`src/aux_timer_defines.vh`:
```
`ifndef AUX_TIMER_DEFINES_VH
`define AUX_TIMER_DEFINES_VH

// register byte offsets
`define OFS_AUX_CONTROL       12'h000
`define OFS_AUX_COUNT         12'h004
`define OFS_CAPTURE_RELOAD    12'h008
`define OFS_CORE_CONTROL      12'h00c
`define OFS_IRQ_STATUS        12'h010
`define OFS_IRQ_MASK          12'h014

// auxiliary control field positions
`define INSEL_MSB             2
`define INSEL_LSB             0
`define MODE_MSB              5
`define MODE_LSB              3
`define RUN_BIT               6
`define DIR_BIT               7
`define REMOTE_BIT            9
`define SRC_BIT               10
`define CORR_BIT              11
`define EDGE_MSB              13
`define EDGE_LSB              12
`define CLR_BIT               14
`define CAPEN_BIT             15

// core control field positions (mirror layout)
`define TOGGLE_BIT            10
`define BPS_MSB               12
`define BPS_LSB               11
`define CORE_CONTROL_MASK     16'h1cff

// encodings
`define MODE_TIMER            3'h0
`define MODE_COUNTER          3'h1
`define INSEL_DISABLED        3'h0
`define EDGE_OFF              2'h0

// interrupt status bits
`define IRQ_AUX_BIT           0
`define IRQ_CAPTURE_BIT       1
`define IRQ_WIDTH             2

// reset values
`define RESET_CONTROL         16'h0000
`define RESET_COUNT           16'h0000
`define RESET_CAPTURE         16'h0000
`define RESET_IRQ             2'h0

// prescaler: largest division is 2 to this power
`define PRESCALE_MAX_SHIFT    11

`endif

```
`src/pin_edge_sync.v`:
```
`timescale 1ns/100ps
// two-flop synchroniser per pin, then edge detection on the settled value
module pin_edge_sync #(
  parameter N = 3
) (
  // clock and reset
  input  wire         pclk,
  input  wire         presetn,
  // asynchronous pins
  input  wire [N-1:0] pin_in,
  // one-cycle edge pulses
  output wire [N-1:0] rise,
  output wire [N-1:0] fall
);

  reg [N-1:0] meta_r;
  reg [N-1:0] sync_r;
  reg [N-1:0] prev_r;
  reg [1:0]   warm_r;

  // edges are held off until prev_r holds a real pin sample, so a pin that
  // idles high gives no false edge after reset; edges in those cycles are lost
  always @(posedge pclk or negedge presetn) begin
    if (!presetn) begin
      warm_r <= 2'h0;
    end else if (warm_r != 2'h3) begin
      warm_r <= warm_r + 2'h1;
    end
  end

  // only sync_r reads meta_r, to keep metastability out of the logic
  always @(posedge pclk or negedge presetn) begin
    if (!presetn) begin
      meta_r <= {N{1'b0}};
      sync_r <= {N{1'b0}};
      prev_r <= {N{1'b0}};
    end else begin
      meta_r <= pin_in;
      sync_r <= meta_r;
      prev_r <= sync_r;
    end
  end

  genvar i;
  generate
    for (i = 0; i < N; i = i + 1) begin : g_edge
      assign rise[i] = (warm_r == 2'h3) & sync_r[i] & ~prev_r[i];
      assign fall[i] = (warm_r == 2'h3) & ~sync_r[i] & prev_r[i];
    end
  endgenerate

endmodule

```
`src/block_prescaler.v`:
```
`timescale 1ns/100ps
`include "aux_timer_defines.vh"
// divides the hardware clock by base(block_prescaler_select) << input code
module block_prescaler #(
  parameter W = `PRESCALE_MAX_SHIFT
) (
  // clock and reset
  input  wire       pclk,
  input  wire       presetn,
  // configuration
  input  wire       run,
  input  wire [1:0] block_prescaler_select,
  input  wire [2:0] aux_input_select,
  // one-cycle tick per prescaled period
  output wire       tick
);

  reg  [W-1:0] div_cnt_r;
  reg  [3:0]   shift;
  wire [W-1:0] mask;

  // base 4, 2, 16, 8 as a power of two, doubled per input code step
  always @* begin
    case (block_prescaler_select)
      2'h0:    shift = 4'h2 + {1'b0, aux_input_select};
      2'h1:    shift = 4'h1 + {1'b0, aux_input_select};
      2'h2:    shift = 4'h4 + {1'b0, aux_input_select};
      default: shift = 4'h3 + {1'b0, aux_input_select};
    endcase
  end

  assign mask = ~({W{1'b1}} << shift);
  assign tick = run & ((div_cnt_r & mask) == mask);

  // held at zero while stopped so that the first period after run is a full one
  always @(posedge pclk or negedge presetn) begin
    if (!presetn) begin
      div_cnt_r <= {W{1'b0}};
    end else if (!run) begin
      div_cnt_r <= {W{1'b0}};
    end else begin
      div_cnt_r <= div_cnt_r + {{(W-1){1'b0}}, 1'b1};
    end
  end

endmodule

```
`src/aux_timer_capture_reload.v`:
```
`timescale 1ns/100ps
`include "aux_timer_defines.vh"
module aux_timer_capture_reload (
  // clock and reset
  input  wire        pclk,
  input  wire        presetn,
  // apb slave
  input  wire        psel,
  input  wire        penable,
  input  wire        pwrite,
  input  wire [11:0] paddr,
  input  wire [31:0] pwdata,
  output wire        pready,
  output wire        pslverr,
  output wire [31:0] prdata,
  // pins
  input  wire        capture_input_pin,
  input  wire        first_block_count_input,
  input  wire        first_block_direction_input,
  // core timer side, same clock
  input  wire        core_overflow,
  output wire        core_toggle_latch,
  output wire        core_run_enable,
  // interrupt
  output wire        irq
);

  // selects rise, fall or both from a two-bit code
  function edge_pick;
    input [1:0] code;
    input       r;
    input       f;
    begin
      case (code)
        2'h1:    edge_pick = r;
        2'h2:    edge_pick = f;
        2'h3:    edge_pick = r | f;
        default: edge_pick = 1'b0;
      endcase
    end
  endfunction

  // one offset compare shared by every write strobe
  function offset_hit;
    input [11:0] addr;
    input [11:0] offset;
    begin
      offset_hit = (addr == offset);
    end
  endfunction

  reg  [15:0] ctrl_r;
  reg  [15:0] core_ctrl_r;
  reg         toggle_r;
  reg         toggle_prev_r;
  reg  [15:0] count_r;
  reg  [15:0] count_nxt;
  reg  [15:0] capture_r;
  reg  [`IRQ_WIDTH-1:0] irq_status_r;
  reg  [`IRQ_WIDTH-1:0] irq_mask_r;
  reg  [31:0] prdata_r;
  reg  [31:0] rd_mux;
  reg         rd_hit;

  wire [2:0]  pin_rise;
  wire [2:0]  pin_fall;
  wire        pre_tick;
  wire        toggle_rise;
  wire        toggle_fall;
  wire        run;
  wire        count_tick;
  wire        pin_trig;
  wire        line_trig;
  wire        trig;
  wire        capture_event;
  wire        wrap_event;
  wire        wr;
  wire        rd_setup;
  wire        wr_ctrl;
  wire        wr_count;
  wire        wr_capture;
  wire        wr_core;
  wire        wr_status;
  wire        wr_mask;

  // field views
  wire [2:0] aux_input_select     = ctrl_r[`INSEL_MSB:`INSEL_LSB];
  wire [2:0] aux_mode_select      = ctrl_r[`MODE_MSB:`MODE_LSB];
  wire       aux_run_bit          = ctrl_r[`RUN_BIT];
  wire       aux_count_direction  = ctrl_r[`DIR_BIT];
  wire       aux_remote_run_select = ctrl_r[`REMOTE_BIT];
  wire       capture_source_select = ctrl_r[`SRC_BIT];
  wire       capture_correction   = ctrl_r[`CORR_BIT];
  wire [1:0] capture_edge_select  = ctrl_r[`EDGE_MSB:`EDGE_LSB];
  wire       clear_on_capture     = ctrl_r[`CLR_BIT];
  wire       capture_enable       = ctrl_r[`CAPEN_BIT];
  // core input, mode and run fields share the auxiliary layout; prescaler select has its own bits
  wire [2:0] core_input_select    = core_ctrl_r[`INSEL_MSB:`INSEL_LSB];
  wire [2:0] core_mode_select     = core_ctrl_r[`MODE_MSB:`MODE_LSB];
  wire       core_run_bit         = core_ctrl_r[`RUN_BIT];
  wire [1:0] block_prescaler_select = core_ctrl_r[`BPS_MSB:`BPS_LSB];

  // pins pass two flops before any edge logic
  pin_edge_sync #(
    .N (3)
  ) u_pins (
    .pclk    (pclk),
    .presetn (presetn),
    .pin_in  ({first_block_direction_input, first_block_count_input, capture_input_pin}),
    .rise    (pin_rise),
    .fall    (pin_fall)
  );

  // run source: own bit or the core timer's
  assign run = aux_remote_run_select ? core_run_bit : aux_run_bit;

  block_prescaler #(
    .W (`PRESCALE_MAX_SHIFT)
  ) u_prescale (
    .pclk                   (pclk),
    .presetn                (presetn),
    .run                    (run && aux_mode_select == `MODE_TIMER),
    .block_prescaler_select (block_prescaler_select),
    .aux_input_select       (aux_input_select),
    .tick                   (pre_tick)
  );

  // toggle latch edges for counter mode
  assign toggle_rise = toggle_r & ~toggle_prev_r;
  assign toggle_fall = ~toggle_r & toggle_prev_r;

  // counter mode only counts with the top code bit set; lower codes are inert
  assign count_tick = run & (
    (aux_mode_select == `MODE_TIMER) ? pre_tick :
    (aux_mode_select == `MODE_COUNTER) ?
      (aux_input_select[2] &
       edge_pick(aux_input_select[1:0], toggle_rise, toggle_fall)) :
    1'b0);

  // capture trigger sources
  assign pin_trig  = edge_pick(capture_edge_select, pin_rise[0], pin_fall[0]);
  assign line_trig = (capture_edge_select[0] & (pin_rise[1] | pin_fall[1])) |
                     (capture_edge_select[1] & (pin_rise[2] | pin_fall[2]));
  assign trig          = capture_source_select ? line_trig : pin_trig;
  assign capture_event = capture_enable & trig;

  // overflow when counting up past ffff, underflow when counting down past 0
  // a wrap in the cycle of a clear-on-capture is still reported
  assign wrap_event = count_tick &
                      (aux_count_direction ? (count_r == 16'h0000)
                                           : (count_r == 16'hffff));

  // apb decode; zero-wait slave, errors on unmapped offsets
  assign wr       = psel & penable & pwrite & (paddr[1:0] == 2'h0);
  assign rd_setup = psel & ~penable & ~pwrite;
  assign pready   = 1'b1;
  assign pslverr  = psel & penable & ~rd_hit;
  assign prdata   = prdata_r;

  // per-register write strobes; unaligned or unmapped writes match none
  assign wr_ctrl    = wr & offset_hit(paddr, `OFS_AUX_CONTROL);
  assign wr_count   = wr & offset_hit(paddr, `OFS_AUX_COUNT);
  assign wr_capture = wr & offset_hit(paddr, `OFS_CAPTURE_RELOAD);
  assign wr_core    = wr & offset_hit(paddr, `OFS_CORE_CONTROL);
  assign wr_status  = wr & offset_hit(paddr, `OFS_IRQ_STATUS);
  assign wr_mask    = wr & offset_hit(paddr, `OFS_IRQ_MASK);

  // read mux and address hit
  always @* begin
    rd_mux = 32'h0000_0000;
    rd_hit = 1'b1;
    case (paddr)
      `OFS_AUX_CONTROL:    rd_mux = {16'h0000, ctrl_r};
      `OFS_AUX_COUNT:      rd_mux = {16'h0000, count_r};
      `OFS_CAPTURE_RELOAD: rd_mux = {16'h0000, capture_r};
      // live latch in place of its stale stored copy
      `OFS_CORE_CONTROL:   rd_mux = {16'h0000, core_ctrl_r[15:11], toggle_r,
                                     core_ctrl_r[9:0]};
      `OFS_IRQ_STATUS:     rd_mux = {30'h0000_0000, irq_status_r};
      `OFS_IRQ_MASK:       rd_mux = {30'h0000_0000, irq_mask_r};
      default:             rd_hit = 1'b0;
    endcase
  end

  // read data captured in setup so it comes from a flop in the access phase
  // a read therefore shows register contents as of its setup cycle
  always @(posedge pclk or negedge presetn) begin
    if (!presetn) begin
      prdata_r <= 32'h0000_0000;
    end else if (rd_setup) begin
      prdata_r <= rd_mux;
    end
  end

  // configuration registers
  always @(posedge pclk or negedge presetn) begin
    if (!presetn) begin
      ctrl_r      <= `RESET_CONTROL;
      core_ctrl_r <= `RESET_CONTROL;
      irq_mask_r  <= `RESET_IRQ;
    end else if (wr) begin
      if (wr_ctrl) begin
        ctrl_r <= pwdata[15:0];
      end
      // only the kept core fields are stored; other bits read zero
      if (wr_core) begin
        core_ctrl_r <= pwdata[15:0] & `CORE_CONTROL_MASK;
      end
      if (wr_mask) begin
        irq_mask_r <= pwdata[`IRQ_WIDTH-1:0];
      end
    end
  end

  // toggle latch: hardware flip beats a software write in the same cycle
  always @(posedge pclk or negedge presetn) begin
    if (!presetn) begin
      toggle_r      <= 1'b0;
      toggle_prev_r <= 1'b0;
    end else begin
      toggle_prev_r <= toggle_r;
      if (core_overflow) begin
        toggle_r <= ~toggle_r;
      end else if (wr_core) begin
        toggle_r <= pwdata[`TOGGLE_BIT];
      end
    end
  end

  // core timer stays disabled in counter mode with input code 000
  assign core_run_enable = core_run_bit &
    ~(core_mode_select == `MODE_COUNTER && core_input_select == `INSEL_DISABLED);
  assign core_toggle_latch = toggle_r;

  // next count: capture clear beats counting, which beats a software write
  always @* begin
    count_nxt = count_r;
    if (wr_count) begin
      count_nxt = pwdata[15:0];
    end
    if (count_tick) begin
      count_nxt = aux_count_direction ? count_r - 16'h0001
                                      : count_r + 16'h0001;
    end
    // a tick lost to the clear is intended: the count restarts at the capture
    if (capture_event && clear_on_capture) begin
      count_nxt = 16'h0000;
    end
  end

  // counter and capture register; capture sees the value before clearing
  always @(posedge pclk or negedge presetn) begin
    if (!presetn) begin
      count_r   <= `RESET_COUNT;
      capture_r <= `RESET_CAPTURE;
    end else begin
      count_r <= count_nxt;
      if (capture_event) begin
        // correcting a zero count wraps to ffff
        capture_r <= capture_correction ? count_r - 16'h0001 : count_r;
      end else if (wr_capture) begin
        capture_r <= pwdata[15:0];
      end
    end
  end

  // sticky status, write one to clear; a new event wins over the clear
  always @(posedge pclk or negedge presetn) begin
    if (!presetn) begin
      irq_status_r <= `RESET_IRQ;
    end else begin
      if (wr_status) begin
        irq_status_r <= irq_status_r & ~pwdata[`IRQ_WIDTH-1:0];
      end
      if (wrap_event) begin
        irq_status_r[`IRQ_AUX_BIT] <= 1'b1;
      end
      if (capture_event) begin
        irq_status_r[`IRQ_CAPTURE_BIT] <= 1'b1;
      end
    end
  end

  // level request: stays high until the status bit is cleared or masked
  assign irq = |(irq_status_r & irq_mask_r);

endmodule

```
`config.mk`:
```
export PLATFORM = sky130hd
export DESIGN_NAME = aux_timer_capture_reload
export DESIGN_NICKNAME = d
export VERILOG_FILES = /design/src/pin_edge_sync.v /design/src/block_prescaler.v /design/src/aux_timer_capture_reload.v
export VERILOG_INCLUDE_DIRS = /design/src
export SDC_FILE = /design/constraint.sdc
export NUM_CORES = 1
export LEC_CHECK = 0
export BUFFER_PORTS_ARGS = -buffer_cell sky130_fd_sc_hd__buf_4
export CORE_AREA = 4 4 111 113
export CTS_CLUSTER_DIAMETER = 120
export DETAILED_ROUTE_END_ITERATION = 8
export DIE_AREA = 0 0 115 117
export PLACE_DENSITY = 0.76
export SYNTH_ARGS = -nofsm -noshare
export SYNTH_HDL_FRONTEND = slang
export SYNTH_SLANG_ARGS = --single-unit
```
`constraint.sdc`:
```
create_clock -name pclk -period 4.15 [get_ports pclk]
set_clock_uncertainty 0.05 [all_clocks]
set_input_delay 0.415 -clock pclk [delete_from_list [all_inputs] [get_ports pclk]]
set_output_delay 0.415 -clock pclk [all_outputs]
set_load 0.01 [all_outputs]
```
==> out/qor.csv <==
stage,metric,value,unit
status,outcome,finished clean,
cells_and_area,Layout Nets,746,
place,Final HPWL DP,11200,microns
timing,Worst-Margin Slew,924,ps
place,gpl congestion,0.878,
drt,DRT Pass-1 Iters,6,
floorplan,Rows,39,
synthesis,Syn Area/Cell,9.33,sq um
timing,Slew Limit Headroom,38.4,%
worst_setup_path,CP endpoint kind,register,
worst_setup_path,Critical Path Max Stage Delay,660,ps
clocking,CTS root buf,clkbuf_16,
global_route,vias in the first global route,4883,
floorplan,die area,13500,sq um
synthesis,Mapped Cells,650,
clocking,cts-stage hold buffer count,0,
worst_setup_path,CP Max Fanout,26,
power_and_ir_drop,pwr/cell area,281,nW/um^2
drt,# DRC,0,
job,max-cap violation count,0,
timing,unrepaired setup endpoints after global routing,false,
clocking,clk sink count,102,
drt,DRT antenna net count,0,
clocking,CTS tree,done,
clocking,"Clk pin slew, worst setup/hold paths",70,ps
power_and_ir_drop,maximum vdd drop,0.197,mV
cells_and_area,share of layout cells above drive strength 1,17.0,%
synthesis,Seq cells post-synth,102,
clocking,CTS resizes,0,
drt,Vias,5102,
power_and_ir_drop,Overall Power,1.90,mW
worst_setup_path,CP Cell Sequence,nand2b_1 > fa_1 > mux2_4 > a211oi_2 > and3b_1 > o21ai_0 > a22o_2 > o21ba_1 > buf_4 > nor4_1 > or3_1,
cells_and_area,"commonest non-fill, non-tap cells in the layout","102 x dfrtp_1, 98 x nand2_1, 68 x buf_4, 35 x o21ai_0, 34 x nor2_1",
worst_setup_path,critical path's top delay family,simple AND/OR/NAND/NOR gates,
timing,Period minus WS final,3560,ps
global_route,Tot GR Track Use,24.5,%
worst_setup_path,FF-to-FF Start,core_ctrl_r[11],
global_route,initial antenna violation count,0,
timing,setup TNS,0,ps
min_path,hold path startpoint,capture_input_pin,
global_route,"Remaining Overflow, GRT",0,
synthesis,"Seq/Total Area, Yosys",42.1,%
worst_setup_path,CP arrival,3750,ps
drt,Via-to-Cell Ratio,6.14,
worst_setup_path,CP Launch Type,register,
drt,First DRT Iteration DRCs,454,
clocking,CTS max path bufs,2,
timing,final setup margin,590,ps
floorplan,Die Wd,115,microns
worst_setup_path,worst setup path startpoint,core_ctrl_r[11],
drt,final WL,15900,microns
min_path,Hold Crit Class,input pin to register,
timing,Fin. Hold Viols,0,
floorplan,Initial Utilization,53.6,%
clocking,Inserted Clock Buffers,9,
timing,fin. max-slew vios,0,
floorplan,IO Pins,90,
place,IO buf count,56,
floorplan,Die Ht,117,microns
worst_setup_path,Crit-path slowest cell,dfrtp_1,
timing,Tcrit/Tclk final,85.8,%
global_route,first-pass GRT wire length,25800,microns
place,Placed Area,6490,sq um
cells_and_area,Final Util,59.8,%
clocking,H-Tree Level Count,3,
cells_and_area,n_diodes,0,
timing,Peak Freq,0.281,GHz
cells_and_area,post-route cell area,6770,sq um
power_and_ir_drop,P_leak,2.92,nW
worst_setup_path,Worst EP required,4340,ps
clocking,latest clock arrival within the worst-skew pair,360,ps
drt,per-cell routed wire length,19.2,microns
synthesis,ys async rst share,100,%
timing,setup violators final,0,
synthesis,mapped cell area,6070,sq um
synthesis,number of synthesized flops with an enable pin,0,
place,pre-CTS setup slack,637,ps
cells_and_area,"commonest non-fill, non-tap cell in the layout",dfrtp_1,
clocking,post-CTS setup buffer count,0,
global_route,largest net degree at the start of global routing,73,
worst_setup_path,"Buf+Inv Stages, Crit Path",1,
synthesis,"Top FF cell, synth",dfrtp_1,
cells_and_area,P&R area growth vs syn,11.5,%
synthesis,Yosys cell types,66,
floorplan,Core ar.,11300,sq um
worst_setup_path,crit path kind,register to register,
synthesis,Synth Warn #,0,
## area by class of cell
type | instances | area [sq um]
clock buffers | 10 | 229
flip-flops and latches | 102 | 2550
clock inverters | 6 | 47.5
inverters | 12 | 45.0
repair buffers | 68 | 510
well taps | 143 | 179
fillers | 966 | 4560
multi-input cells | 490 | 3200
## through the flow
step	std cells	hold slack, ps
2_1_floorplan	665	69.4
3_3_place_gp	815	283
3_5_place_dp	815	287
4_1_cts	831	109
5_1_grt	831	109
6_report	831	114
## power breakdown
group | internal (mW) | switching (mW)
Sequential | 1.00 | 0.00683
Combinational | 0.0335 | 0.0570
Clock | 0.410 | 0.393
## metal layers
metal  global-route usage [%]  wire (microns)  up-vias
met5                        0               0        -
met4                     8.84             284        0
met3                     4.42            1190       27
met2                     38.7            7460      209
met1                     34.1            7000     2503
li1                         -               -     2363
## registers in the layout (all words and copies together) (netlist names), 10 cells and up
register	count
capture_r	16
u_prescale.div_cnt_r	11
ctrl_r	16
prdata	16
core_ctrl_r	10
count_r	16
## cell usage after synthesis, types with 6 or more instances
master / n / area (sq um)
a211oi_1: 6 / 45.0
a21o_1: 10 / 75.1
a21oi_1: 27 / 135
a22o_1: 15 / 131
a22oi_1: 14 / 105
buf_4: 20 / 150
clkbuf_1: 33 / 124
dfrtp_1: 102 / 2550
ha_1: 9 / 113
inv_1: 12 / 45.0
mux2_2: 19 / 214
mux2i_1: 27 / 270
nand2_1: 98 / 368
nand2b_1: 12 / 75.1
nand3_1: 17 / 85.1
nand4_1: 7 / 43.8
nor2_1: 34 / 128
nor3_1: 12 / 60.1
nor4_1: 7 / 43.8
o21ai_0: 35 / 175
o31ai_1: 12 / 90.1
or3_1: 9 / 56.3
xnor2_1: 6 / 52.6
xor2_1: 20 / 175
## worst paths after layout
check | cells past startpoint | slack, ps | endpoint
worst min register to register | 0 | 310 | u_pins.sync_r[1]
worst max-delay path | 11 | 590 | count_r[9]
max in group asynchronous | 2 | 2940 | ctrl_r[7]
worst min-delay path | 1 | 110 | u_pins.meta_r[0]
min in group asynchronous | 1 | 140 | prdata[12]
worst max register to register | 11 | 590 | count_r[9]
## cell families (layout without fill, tap and decap cells)
group                      Yosys count  count (layout)  synth area share (%)
buffers and inverters               73              96                  6.33
other                                2              17                 0.124
xor gates and xnor gates            26              26                  3.75
muxes                               47              47                  8.23
AOI/OAI and AO/OA                  150             150                  17.0
DFF                                102             102                  42.1
and+or+nand+nor                    240             240                  20.3
adders and majority gates           10              10                  2.19
## worst register-to-register path, stage by stage, from the launching register on
cell and delay (ps):
dfrtp_1 660, nand2b_1 170, fa_1 410, mux2_4 280, a211oi_2 360, and3b_1 230
o21ai_0 180, a22o_2 210, o21ba_1 120, buf_4 290, nor4_1 110, or3_1 390
(Power assumes the default switching activity.)
